==> src/shared/btirq_pkg.sv <==
// Package: register map, field positions and bus codes for the transfer interrupt block
package btirq_pkg;
   // Register byte offsets on the AXI4-Lite bus
   localparam int ADDR_W = 8;
   localparam logic [ADDR_W-1:0] OFF_SRC_EN = 8'h00;
   localparam logic [ADDR_W-1:0] OFF_STAT_LO = 8'h04;
   localparam logic [ADDR_W-1:0] OFF_STAT_HI = 8'h08;
   localparam logic [ADDR_W-1:0] OFF_EN_LO = 8'h0C;
   localparam logic [ADDR_W-1:0] OFF_EN_HI = 8'h10;
   localparam logic [ADDR_W-1:0] OFF_HOST_CTRL = 8'h14;
   localparam logic [ADDR_W-1:0] OFF_SRC_FLAG = 8'h18;
   // Field widths
   localparam int SRC_W = 3;
   localparam int LO_W = 5;
   localparam int HI_W = 1;
   // Source enable / source flag positions
   localparam int BIT_STS_RX_END = 2;
   localparam int BIT_CTL_TX_END = 1;
   localparam int BIT_XFER_START = 0;
   // Low status register flag positions
   localparam int BIT_FIFO_RD_REQ = 4;
   localparam int BIT_HOST_RD = 3;
   localparam int BIT_HOST_WR = 2;
   localparam int BIT_WR_START = 1;
   localparam int BIT_RD_END = 0;
   // Reserved fields
   localparam int RSV_LO_MSB = 7;
   localparam int RSV_LO_LSB = 5;
   localparam int RSV_LO_W = RSV_LO_MSB - RSV_LO_LSB + 1;
   localparam int RSV_HI = 7;
   // High status register flag and global enable positions
   localparam int BIT_SLV_RST = 6;
   localparam int BIT_GLOBAL_EN = 0;
   // Reset values
   localparam logic [7:0] RST_VAL = 8'h00;
   // AXI response codes
   localparam logic [1:0] RESP_OKAY = 2'h0;
   localparam logic [1:0] RESP_SLVERR = 2'h2;
endpackage : btirq_pkg

==> src/shared/btirq_flag_if.sv <==
// Interface: control path between register front end and one flag bank
`timescale 1ns/10ps
`default_nettype none
interface btirq_flag_if #(parameter int W = 1);
   logic [W-1:0] set; // Hardware event pulses
   logic rd; // Register read strobe
   logic wr; // Register write strobe
   logic [W-1:0] wdata; // Write data for the flags
   logic [W-1:0] flags; // Current flag values
   modport bank (input set, input rd, input wr, input wdata, output flags);
   modport ctl (output set, output rd, output wr, output wdata, input flags);
endinterface : btirq_flag_if
`default_nettype wire

==> src/rtl/btirq_flag_bank.sv <==
// Module: bank of sticky flags cleared by read-one-then-write-zero
`timescale 1ns/10ps
`default_nettype none
module btirq_flag_bank
   import btirq_pkg::*;
#(
   parameter int W = 1
) (
   input wire logic clk_i,
   input wire logic rst_b_i,
   btirq_flag_if.bank f
);

   logic [W-1:0] flag_reg; // Sticky flags
   logic [W-1:0] armed_reg; // Flag was read as one
   logic [W-1:0] clr; // Clear request this cycle
   logic [W-1:0] flag_next;
   logic [W-1:0] armed_next;

   // Only an armed flag written with zero clears; a one leaves it
   always_comb begin
      clr = f.wr ? (armed_reg & ~f.wdata) : '0;
      // Event wins over a clear in the same cycle
      flag_next = f.set | (flag_reg & ~clr);
      // A fresh read of one arms; a clear or a drop disarms
      armed_next = flag_next & ~clr & (armed_reg | (f.rd ? flag_reg : '0));
   end

   // Flag state
   always_ff @(posedge clk_i) begin
      if (!rst_b_i) begin
         flag_reg <= '0;
      end else begin
         flag_reg <= flag_next;
      end
   end

   // Arming state
   always_ff @(posedge clk_i) begin
      if (!rst_b_i) begin
         armed_reg <= '0;
      end else begin
         armed_reg <= armed_next;
      end
   end

   assign f.flags = flag_reg;
endmodule : btirq_flag_bank
`default_nettype wire

==> src/rtl/btirq_top.sv <==
// Module: transfer slave interrupt flags with AXI4-Lite register access
//
// Design decisions made here: register access over AXI4-Lite and the address map.
`timescale 1ns/10ps
`default_nettype none
// Operation
// - Status-code receive-end enable, bit 2, reset 0
// - Control-code transmit-end enable, bit 1, reset 0
// - Transfer-start enable, bit 0, reset 0
// - Low status bits 7..5 reserved, writable, reset 0
// - Host write while FIFO full sets bit 4
// - Flag interrupts only when set and enabled
// - Host byte read sets bit 3
// - Host byte write sets bit 2
// - First valid host write sets bit 1
// - Host finishing all reads sets bit 0
// - Clear by writing zero after reading one
// - Rising reset request edge sets high bit 6
// - Global enable bit gates the shared interrupt
module btirq_top
   import btirq_pkg::*;
(
   input wire logic clk_i,
   input wire logic rst_b_i,
   // AXI4-Lite write address
   input wire logic [ADDR_W-1:0] awaddr_i,
   input wire logic awvalid_i,
   output logic awready_o,
   // AXI4-Lite write data
   input wire logic [31:0] wdata_i,
   input wire logic [3:0] wstrb_i,
   input wire logic wvalid_i,
   output logic wready_o,
   // AXI4-Lite write response
   output logic [1:0] bresp_o,
   output logic bvalid_o,
   input wire logic bready_i,
   // AXI4-Lite read address
   input wire logic [ADDR_W-1:0] araddr_i,
   input wire logic arvalid_i,
   output logic arready_o,
   // AXI4-Lite read data
   output logic [31:0] rdata_o,
   output logic [1:0] rresp_o,
   output logic rvalid_o,
   input wire logic rready_i,
   // Host-side events, one-cycle pulses from the bus decoder, plus the FIFO full level
   input wire logic host_byte_read_i,
   input wire logic host_byte_write_i,
   input wire logic host_write_start_i,
   input wire logic host_read_end_i,
   input wire logic fifo_full_i,
   input wire logic status_code_rx_end_i,
   input wire logic control_code_tx_end_i,
   input wire logic transfer_start_i,
   // Host-written reset request level
   input wire logic slave_hw_reset_request_i,
   // Shared interrupt to the local processor
   output logic shared_slave_interrupt_o
);

   // Address decode shared by both channels
   function automatic logic addr_mapped(input logic [ADDR_W-1:0] a);
      case (a)
         OFF_SRC_EN, OFF_STAT_LO, OFF_STAT_HI, OFF_EN_LO,
         OFF_EN_HI, OFF_HOST_CTRL, OFF_SRC_FLAG: addr_mapped = 1'b1;
         default: addr_mapped = 1'b0;
      endcase
   endfunction : addr_mapped

   // Flag bank carriers
   btirq_flag_if #(.W(SRC_W)) src_if ();
   btirq_flag_if #(.W(LO_W)) lo_if ();
   btirq_flag_if #(.W(HI_W)) hi_if ();

   // Software-owned registers
   logic [SRC_W-1:0] src_en_reg; // Source enables, bits 2..0
   logic [LO_W-1:0] en_lo_reg; // Enables for low status flags
   logic hi_en_reg; // Enable for slave reset flag
   logic global_en_reg; // Global interrupt enable
   logic [RSV_LO_W-1:0] rsv_lo_reg; // Reserved low status bits
   logic rsv_hi_reg; // Reserved high status bit

   // Write channel holding state
   logic aw_full_reg; // Address captured
   logic [ADDR_W-1:0] aw_addr_reg;
   logic w_full_reg; // Data captured
   logic [7:0] w_byte_reg; // Byte lane 0 only
   logic w_lane_reg; // Lane 0 strobe
   logic bvalid_reg;
   logic [1:0] bresp_reg;

   // Read channel state
   logic rvalid_reg;
   logic [31:0] rdata_reg;
   logic [1:0] rresp_reg;

   // Reset request edge detector
   logic rst_req_d_reg;

   // Handshake terms
   logic aw_take;
   logic w_take;
   logic wr_fire;
   logic wr_en; // Write lands in a register
   logic ar_take;
   logic [31:0] rd_mux;

   // Address may be taken while no response is pending
   assign awready_o = !aw_full_reg && !bvalid_reg;
   assign wready_o = !w_full_reg && !bvalid_reg;
   assign arready_o = !rvalid_reg;
   assign aw_take = awvalid_i && awready_o;
   assign w_take = wvalid_i && wready_o;
   // Commit once both halves are held
   assign wr_fire = aw_full_reg && w_full_reg && !bvalid_reg;
   // Only lane 0 carries register bits; other lanes are ignored
   assign wr_en = wr_fire && w_lane_reg && addr_mapped(aw_addr_reg);
   assign ar_take = arvalid_i && arready_o;

   // Capture write address
   always_ff @(posedge clk_i) begin
      if (!rst_b_i) begin
         aw_full_reg <= 1'b0;
         aw_addr_reg <= '0;
      end else if (aw_take) begin
         aw_full_reg <= 1'b1;
         aw_addr_reg <= awaddr_i;
      end else if (wr_fire) begin
         aw_full_reg <= 1'b0;
      end
   end

   // Capture write data
   always_ff @(posedge clk_i) begin
      if (!rst_b_i) begin
         w_full_reg <= 1'b0;
         w_byte_reg <= RST_VAL;
         w_lane_reg <= 1'b0;
      end else if (w_take) begin
         w_full_reg <= 1'b1;
         w_byte_reg <= wdata_i[7:0];
         w_lane_reg <= wstrb_i[0];
      end else if (wr_fire) begin
         w_full_reg <= 1'b0;
      end
   end

   // Write response; unmapped addresses answer with an error
   always_ff @(posedge clk_i) begin
      if (!rst_b_i) begin
         bvalid_reg <= 1'b0;
         bresp_reg <= RESP_OKAY;
      end else if (wr_fire) begin
         bvalid_reg <= 1'b1;
         bresp_reg <= addr_mapped(aw_addr_reg) ? RESP_OKAY : RESP_SLVERR;
      end else if (bready_i) begin
         bvalid_reg <= 1'b0;
      end
   end

   assign bvalid_o = bvalid_reg;
   assign bresp_o = bresp_reg;

   // Source enable register
   always_ff @(posedge clk_i) begin
      if (!rst_b_i) begin
         src_en_reg <= RST_VAL[SRC_W-1:0];
      end else if (wr_en && aw_addr_reg == OFF_SRC_EN) begin
         src_en_reg[BIT_STS_RX_END] <= w_byte_reg[BIT_STS_RX_END];
         src_en_reg[BIT_CTL_TX_END] <= w_byte_reg[BIT_CTL_TX_END];
         src_en_reg[BIT_XFER_START] <= w_byte_reg[BIT_XFER_START];
      end
   end

   // Low status enables
   always_ff @(posedge clk_i) begin
      if (!rst_b_i) begin
         en_lo_reg <= RST_VAL[LO_W-1:0];
      end else if (wr_en && aw_addr_reg == OFF_EN_LO) begin
         en_lo_reg <= w_byte_reg[LO_W-1:0];
      end
   end

   // High status enable
   always_ff @(posedge clk_i) begin
      if (!rst_b_i) begin
         hi_en_reg <= 1'b0;
      end else if (wr_en && aw_addr_reg == OFF_EN_HI) begin
         hi_en_reg <= w_byte_reg[BIT_SLV_RST];
      end
   end

   // Global enable in host interface control
   always_ff @(posedge clk_i) begin
      if (!rst_b_i) begin
         global_en_reg <= 1'b0;
      end else if (wr_en && aw_addr_reg == OFF_HOST_CTRL) begin
         global_en_reg <= w_byte_reg[BIT_GLOBAL_EN];
      end
   end

   // Reserved status bits are plain storage; nothing reads them internally
   always_ff @(posedge clk_i) begin
      if (!rst_b_i) begin
         rsv_lo_reg <= RST_VAL[RSV_LO_W-1:0];
      end else if (wr_en && aw_addr_reg == OFF_STAT_LO) begin
         rsv_lo_reg <= w_byte_reg[RSV_LO_MSB:RSV_LO_LSB];
      end
   end

   // Reserved high status bit
   always_ff @(posedge clk_i) begin
      if (!rst_b_i) begin
         rsv_hi_reg <= 1'b0;
      end else if (wr_en && aw_addr_reg == OFF_STAT_HI) begin
         rsv_hi_reg <= w_byte_reg[RSV_HI];
      end
   end

   // Previous level of the reset request, for edge detection
   always_ff @(posedge clk_i) begin
      if (!rst_b_i) begin
         rst_req_d_reg <= 1'b0;
      end else begin
         rst_req_d_reg <= slave_hw_reset_request_i;
      end
   end

   // Event sources into the source flag bank
   assign src_if.set[BIT_STS_RX_END] = status_code_rx_end_i;
   assign src_if.set[BIT_CTL_TX_END] = control_code_tx_end_i;
   assign src_if.set[BIT_XFER_START] = transfer_start_i;

   // A write refused by a full FIFO asks software to drain it
   assign lo_if.set[BIT_FIFO_RD_REQ] = host_byte_write_i && fifo_full_i;
   assign lo_if.set[BIT_HOST_RD] = host_byte_read_i;
   assign lo_if.set[BIT_HOST_WR] = host_byte_write_i;
   assign lo_if.set[BIT_WR_START] = host_write_start_i;
   assign lo_if.set[BIT_RD_END] = host_read_end_i;

   // Only the rising edge counts; a held request sets once
   assign hi_if.set[0] = slave_hw_reset_request_i && !rst_req_d_reg;

   // Read strobes arm the flags for a later clear
   assign src_if.rd = ar_take && araddr_i == OFF_SRC_FLAG;
   assign lo_if.rd = ar_take && araddr_i == OFF_STAT_LO;
   assign hi_if.rd = ar_take && araddr_i == OFF_STAT_HI;

   // Write strobes request clears; the bank decides if armed
   assign src_if.wr = wr_en && aw_addr_reg == OFF_SRC_FLAG;
   assign lo_if.wr = wr_en && aw_addr_reg == OFF_STAT_LO;
   assign hi_if.wr = wr_en && aw_addr_reg == OFF_STAT_HI;
   assign src_if.wdata = w_byte_reg[SRC_W-1:0];
   // FIFO request clear relies on software draining first
   assign lo_if.wdata = w_byte_reg[LO_W-1:0];
   assign hi_if.wdata = w_byte_reg[BIT_SLV_RST:BIT_SLV_RST];

   // Flag banks
   btirq_flag_bank #(.W(SRC_W)) u_src_bank (
      .clk_i(clk_i),
      .rst_b_i(rst_b_i),
      .f(src_if.bank)
   );

   btirq_flag_bank #(.W(LO_W)) u_lo_bank (
      .clk_i(clk_i),
      .rst_b_i(rst_b_i),
      .f(lo_if.bank)
   );

   btirq_flag_bank #(.W(HI_W)) u_hi_bank (
      .clk_i(clk_i),
      .rst_b_i(rst_b_i),
      .f(hi_if.bank)
   );

   // Read data selection; unmapped reads return zero
   always_comb begin
      rd_mux = '0;
      case (araddr_i)
         OFF_SRC_EN: begin
            rd_mux[SRC_W-1:0] = src_en_reg;
         end
         OFF_STAT_LO: begin
            rd_mux[LO_W-1:0] = lo_if.flags;
            rd_mux[RSV_LO_MSB:RSV_LO_LSB] = rsv_lo_reg;
         end
         OFF_STAT_HI: begin
            rd_mux[BIT_SLV_RST] = hi_if.flags[0];
            rd_mux[RSV_HI] = rsv_hi_reg;
         end
         OFF_EN_LO: begin
            rd_mux[LO_W-1:0] = en_lo_reg;
         end
         OFF_EN_HI: begin
            rd_mux[BIT_SLV_RST] = hi_en_reg;
         end
         OFF_HOST_CTRL: begin
            rd_mux[BIT_GLOBAL_EN] = global_en_reg;
         end
         OFF_SRC_FLAG: begin
            rd_mux[SRC_W-1:0] = src_if.flags;
         end
         default: begin
            rd_mux = '0;
         end
      endcase
   end

   // Read response, one cycle after the address is taken
   always_ff @(posedge clk_i) begin
      if (!rst_b_i) begin
         rvalid_reg <= 1'b0;
         rdata_reg <= '0;
         rresp_reg <= RESP_OKAY;
      end else if (ar_take) begin
         rvalid_reg <= 1'b1;
         rdata_reg <= rd_mux;
         rresp_reg <= addr_mapped(araddr_i) ? RESP_OKAY : RESP_SLVERR;
      end else if (rready_i) begin
         rvalid_reg <= 1'b0;
      end
   end

   assign rvalid_o = rvalid_reg;
   assign rdata_o = rdata_reg;
   assign rresp_o = rresp_reg;

   // Combinational so an enable change acts in the same cycle
   always_comb begin
      shared_slave_interrupt_o = global_en_reg && (
         |(src_if.flags & src_en_reg) ||
         |(lo_if.flags & en_lo_reg) ||
         (hi_if.flags[0] && hi_en_reg));
   end

endmodule : btirq_top
`default_nettype wire

==> config.mk <==
export PLATFORM = sky130hd
export DESIGN_NAME = btirq_top
export DESIGN_NICKNAME = d
export VERILOG_FILES = /design/src/shared/btirq_pkg.sv /design/src/shared/btirq_flag_if.sv /design/src/rtl/btirq_flag_bank.sv /design/src/rtl/btirq_top.sv
export SDC_FILE = /design/constraint.sdc
export NUM_CORES = 1
export LEC_CHECK = 0
export ABC_AREA = 1
export BUFFER_PORTS_ARGS = -buffer_cell sky130_fd_sc_hd__buf_2
export CORE_ASPECT_RATIO = 1.75
export CORE_UTILIZATION = 53
export CTS_CLUSTER_DIAMETER = 80
export DETAILED_ROUTE_END_ITERATION = 6
export GPL_ROUTABILITY_DRIVEN = 0
export GPL_TIMING_DRIVEN = 0
export PLACE_DENSITY = 0.84
export SYNTH_ARGS = -nofsm -noshare
export SYNTH_HDL_FRONTEND = slang
export SYNTH_SLANG_ARGS = --single-unit
==> constraint.sdc <==
create_clock -name clk_i -period 3.2 [get_ports clk_i]
set_input_delay 0.32 -clock clk_i [delete_from_list [all_inputs] [get_ports clk_i]]
set_output_delay 0.32 -clock clk_i [all_outputs]
set_load 0.005 [all_outputs]
Word level (Yosys, flattened, before mapping)
Cells that the tools add are included.
- output and inout port bits: 42
- input port bits: 68
- flip-flop bits (word level): 66
- logic and storage cells: 128
- multiplexer cells: 27
- equal/unequal tests: 12
- bitwise operators: 26
- reductions and logical operators: 40
- operators by type and width (cell ; number):
    equality test 8 x 5 -> 1 bit (second input constant) ; 6
    equality test 8 x 4 -> 1 bit (second input constant) ; 4
    AND 5 bit ; 5
    logical AND 1 bit ; 23
    equality test 8 x 3 -> 1 bit (second input constant) ; 2
    logical NOT 8 bit ; 2
    2-to-1 mux 1 bit ; 16
    AND 3 bit ; 5
    OR reduction 7 bit ; 2
    2-to-1 mux 5 bit ; 2
    NOT 5 bit ; 2
    OR 5 bit ; 2
    one-hot mux 2 bit (4 select lines) ; 1
    nonzero test 2 bit ; 4
    2-to-1 mux 3 bit ; 2
    NOT 3 bit ; 2
    OR 3 bit ; 2
    logical NOT 1 bit ; 5
    one-hot mux 1 bit (5 select lines) ; 1
    OR reduction 5 bit ; 1
    AND 1 bit ; 4
    2-to-1 mux 2 bit ; 2
    one-hot mux 2 bit (2 select lines) ; 1
    one-hot mux 1 bit (3 select lines) ; 1
    other kinds (5) ; 8

Logic depth before layout (Yosys ltp)
- depth after elaboration: 11
- gate-level depth with buffers: 11
- gate-level depth less buffers: 11

Modules after synthesis
From an unflattened synthesis, not the netlist that was laid out.
- cell total of the unflattened synthesis: 477
- area total of the unflattened synthesis: 3258.1 µm²
- modules (own cells, without submodules) (module ; area an instance (µm²) ; cells each ; instances):
    btirq_top ; 2523.7 ; 375 ; 1
    btirq_flag_bank (u_lo_bank) ; 404.1 ; 56 ; 1
    btirq_flag_bank (u_src_bank) ; 244.0 ; 34 ; 1
    btirq_flag_bank (u_hi_bank) ; 86.3 ; 12 ; 1

Least setup slack after synthesis
OpenSTA, ideal clock, no wires.
- kind: in2reg
- from: input port araddr_i[1]
- to: register u_src_bank.armed_reg[0]
- setup slack: 1.953 ns
- data arrival time: 1.169 ns
- stages on the path: 7
- buffers on the path: 0
- setup time: 0.078 ns
- cell sequence: nor2_2 > inv_2 > nor3_2 > nand2_2 > nor2_4 > a21oi_1 > nor3_1
- longest elaborated chain between the ends: 5
- ends and longest elaborated chain (element ; line ; source):
    from (decl) ; btirq_top.sv:39 ; input wire logic [ADDR_W-1:0] araddr_i,
    equality test 8 x 5 -> 1 bit ; btirq_top.sv:246 ; assign src_if.rd = ar_take && araddr_i == OFF_SRC_FLAG;
    logical AND 1 bit ; btirq_top.sv:246 ;
    2-to-1 mux 3 bit ; btirq_flag_bank.sv:26 ; armed_next = flag_next & ~clr & (armed_reg | (f.rd ? flag_reg : '0));
    OR 3 bit ; btirq_flag_bank.sv:26 ;
    AND 3 bit ; btirq_flag_bank.sv:26 ;
    to (signal assigned) ; btirq_flag_bank.sv:43 ; armed_reg <= armed_next;
    to (decl) ; btirq_flag_bank.sv:15 ; logic [W-1:0] armed_reg;
No other way between the ends.
A chain may end at the register's enable or synchronous reset.

Final worst setup path
- from: register u_lo_bank.flag_reg[0], in the netlist u_lo_bank.f.flags[0]
- to: output port shared_slave_interrupt_o
- longest elaborated chain between the ends: 5
- ends and longest elaborated chain (element ; line ; source):
    from (decl) ; btirq_flag_bank.sv:14 ; logic [W-1:0] flag_reg;
    from (signal assigned) ; btirq_flag_bank.sv:34 ; flag_reg <= flag_next;
    AND 5 bit ; btirq_top.sv:334 ; |(lo_if.flags & en_lo_reg) ||
    OR reduction 5 bit ; btirq_top.sv:334 ;
    logical OR 1 bit ; btirq_top.sv:333 ; |(src_if.flags & src_en_reg) ||
    logical OR 1 bit ; btirq_top.sv:334 ;
    logical AND 1 bit ; btirq_top.sv:332 ; shared_slave_interrupt_o = global_en_reg && (
    to (decl) ; btirq_top.sv:59 ; output logic shared_slave_interrupt_o
No other way between the ends.

==> flow_metrics.tcl <==
set metrics [dict create \
    grt_setup_unrepaired "no" \
    port_buffers 55 \
    yosysWarnings 0 \
    core_um2 5590 \
    dieHeight_um 103 \
    crit_fanout 4 \
    crit_slowest_cell "dfxtp_1" \
    synth_top_area_share_pct 41.7 \
    irDropWorstVdd_mv 0.346 \
    synth-seq-cells 64 \
    p_leak_uw 0.00176 \
    die_w_um 59.5 \
    ios 110 \
    cts_tree "yes" \
    vias_per_cell 5.13 \
    yosys-top-cells-area "dfxtp_1, nand2_1, a21oi_1" \
    arrival_ns 1.43 \
    netlist_instances 428 \
    end_kind "primary output" \
    grt_usage_pct 27.1 \
    antennaDiodeCount 0 \
    timing.fmax_mhz 572 \
    cts_setup_buffers 0 \
    finalSetupTns_ns 0 \
    clk_pin_slew_ns 0.06 \
    cts-root-buf "clkbuf_8" \
    gr-total-overflow 0 \
    antenna_found_initial 0 \
    cts_resized 0 \
    cts_max_path_buffers 2 \
    cts_sinks 64 \
    grt_max_degree 11 \
    layout-area-overhead-vs-synth_pct 20.1 \
    hpwl_mm 5.98 \
    finClkSkew_ns 0.00799 \
    yosysSeqAreaShare_pct 41.7 \
    vias 3065 \
    hold_end "rst_req_d_reg" \
    nets 587 \
    power.density_nw_per_um2 456 \
    drive_gt1_share_pct 22.4 \
    hold_viol 0 \
    drt_iter0_drc 158 \
    postCtsHoldBufs 0 \
    synth_cell_types 31 \
    dieArea_um2 6110 \
    start_util_pct 55.0 \
    worst_path_largest_cell_delay_ns 0.35 \
    wl_per_cell_um 12.9 \
    holdPathStages 3 \
    status "complete, no violations" \
    min_from "slave_hw_reset_request_i" \
    wl_mm 7.73 \
    finalCriticalPeriod_ns 1.75 \
    min-delay-path-class "in -> reg" \
    critPathRequiredTime_ns 2.88 \
    fin_total_pwr_uw 1680 \
    slew_headroom_pct 56.8 \
    rows 36 \
    antenna_left 0 \
    finalCritPeriodShare_pct 54.6 \
    grt_pass1_vias 2817 \
    clkLatencyLatePin_ns 0.35 \
    avgSynthCellArea_um2 7.17 \
    rr_startpoint "aw_addr_reg[7]" \
    detail_route.first_pass.iterations 5 \
    drc 0 \
    numCtsBuffers 9 \
    yosys.area.top_type "dfxtp_1" \
    crit_path_start_kind "flip-flop" \
    htree_levels 3 \
    path_class "reg -> out" \
    r2r-end "u_lo_bank.armed_reg[0]" \
    finalSetupViolCount 0 \
    timing_worst_slew_pin_value_ns 0.649 \
    reg2reg_slack_ns 1.56 \
    grt_pass1_wl_mm 12.2 \
    crit_chain "nand2_1 > o21ai_0 > a221oi_1 > a41oi_1 > buf_2" \
    reg2regPathDepth 8 \
    synth_area_um2 3070 \
    maxCapViolations 0 \
    drv_slew 0 \
]
==> Yosys cell counts <==
| cell | number |
|---|---|
| nand2_4 | 2 |
| nand2_2 | 3 |
| buf_6 | 1 |
| dfxtp_1 | 64 |
| clkbuf_1 | 3 |
| nor2_4 | 4 |
| o211ai_1 | 1 |
| inv_1 | 48 |
| nand3_2 | 1 |
| a31oi_1 | 3 |
| o21ai_0 | 41 |
| a41oi_1 | 1 |
| nand3_1 | 23 |
| o21a_1 | 1 |
| buf_1 | 3 |
| nand2_1 | 78 |
| nor3_1 | 7 |
| nor3_4 | 2 |
| nor3_2 | 3 |
| a21oi_1 | 43 |
| buf_4 | 26 |
| nand3_4 | 1 |
| nor2_1 | 49 |
| clkinv_1 | 1 |
| or2_1 | 1 |
| buf_2 | 2 |
| nand4_1 | 8 |
| a221oi_1 | 1 |
| inv_2 | 3 |
| conb_1 | 1 |
| nor2_2 | 3 |
==> logic make-up after synthesis <==
logic type | synth area share (%)
other | 0.122
AOI/OAI and AO/OA | 15.4
buffers and inverters | 14.1
and+or+nand+nor | 28.6
DFF | 41.7
==> metrics by stage <==
stage               std cells  worst slack [ns]  hold slack (ns)  utilization (%)  instance area [um2]
floorplan                 453              1.95            0.424                -                 3160
CTS                       598              1.44            0.180             66.0                 3690
global placement          584              1.65            0.431             63.3                 3530
global route              598              1.30            0.195             66.0                 3690
finish                    598              1.45            0.185             66.0                 3690
detailed placement        584              1.60            0.440             63.3                 3530
==> worst max path at each step <==
| stage | from | end | slack, ns |
|---|---|---|---|
| 6_report | u_lo_bank.f.flags[0] | shared_slave_interrupt_o | 1.45 |
| 5_1_grt | u_lo_bank.f.flags[0] | shared_slave_interrupt_o | 1.30 |
| 4_1_cts | u_lo_bank.f.flags[0] | shared_slave_interrupt_o | 1.44 |
| 3_5_place_dp | araddr_i[1] | u_src_bank.armed_reg[0] | 1.60 |
| 3_3_place_gp | arvalid_i | u_hi_bank.armed_reg | 1.65 |
| 2_1_floorplan | araddr_i[1] | u_src_bank.armed_reg[0] | 1.95 |
==> per-layer routing <==
| metal | GRT usage [%] | vias to the layer above | wire (um) |
|---|---|---|---|
| li1 | - | 1525 | - |
| met1 | 26.7 | 1372 | 2800 |
| met2 | 47.5 | 134 | 4040 |
| met3 | 7.03 | 34 | 520 |
| met4 | 20.0 | 0 | 372 |
| met5 | 0 | - | 0 |
==> power by group <==
part | internal (uW) | switching (uW)
Combinational | 89.4 | 149
Sequential | 833 | 30.5
Clock | 293 | 286
==> layout by cell type (no fill, tap or decap), drive strengths merged, types with 12 or more instances in the layout <==
| cell | n |
|---|---|
| buf | 87 |
| nand2 | 83 |
| dfxtp | 64 |
| nor2 | 56 |
| inv | 51 |
| a21oi | 43 |
| o21ai | 41 |
| conb | 26 |
| nand3 | 25 |
| clkbuf | 16 |
| nor3 | 12 |
==> critical path, delay by kind of cell, from the launching register on <==
family,cells,cell delay (ns)
compound gates,3,0.50
flops,1,0.35
simple gates,1,0.07
buf+inv,1,0.16
==> layout make-up <==
| class | instances | area (um2) |
|---|---|---|
| fillers | 550 | 1900 |
| multi-input cells | 302 | 1450 |
| flip-flops and latches | 64 | 1280 |
| repair buffers | 55 | 275 |
| plain buffers | 35 | 239 |
| inverters | 52 | 195 |
| clock buffers | 13 | 149 |
| well taps | 76 | 95.1 |
| clock inverters | 1 | 5.00 |
Note: power is estimated with default switching activity, not from simulation.
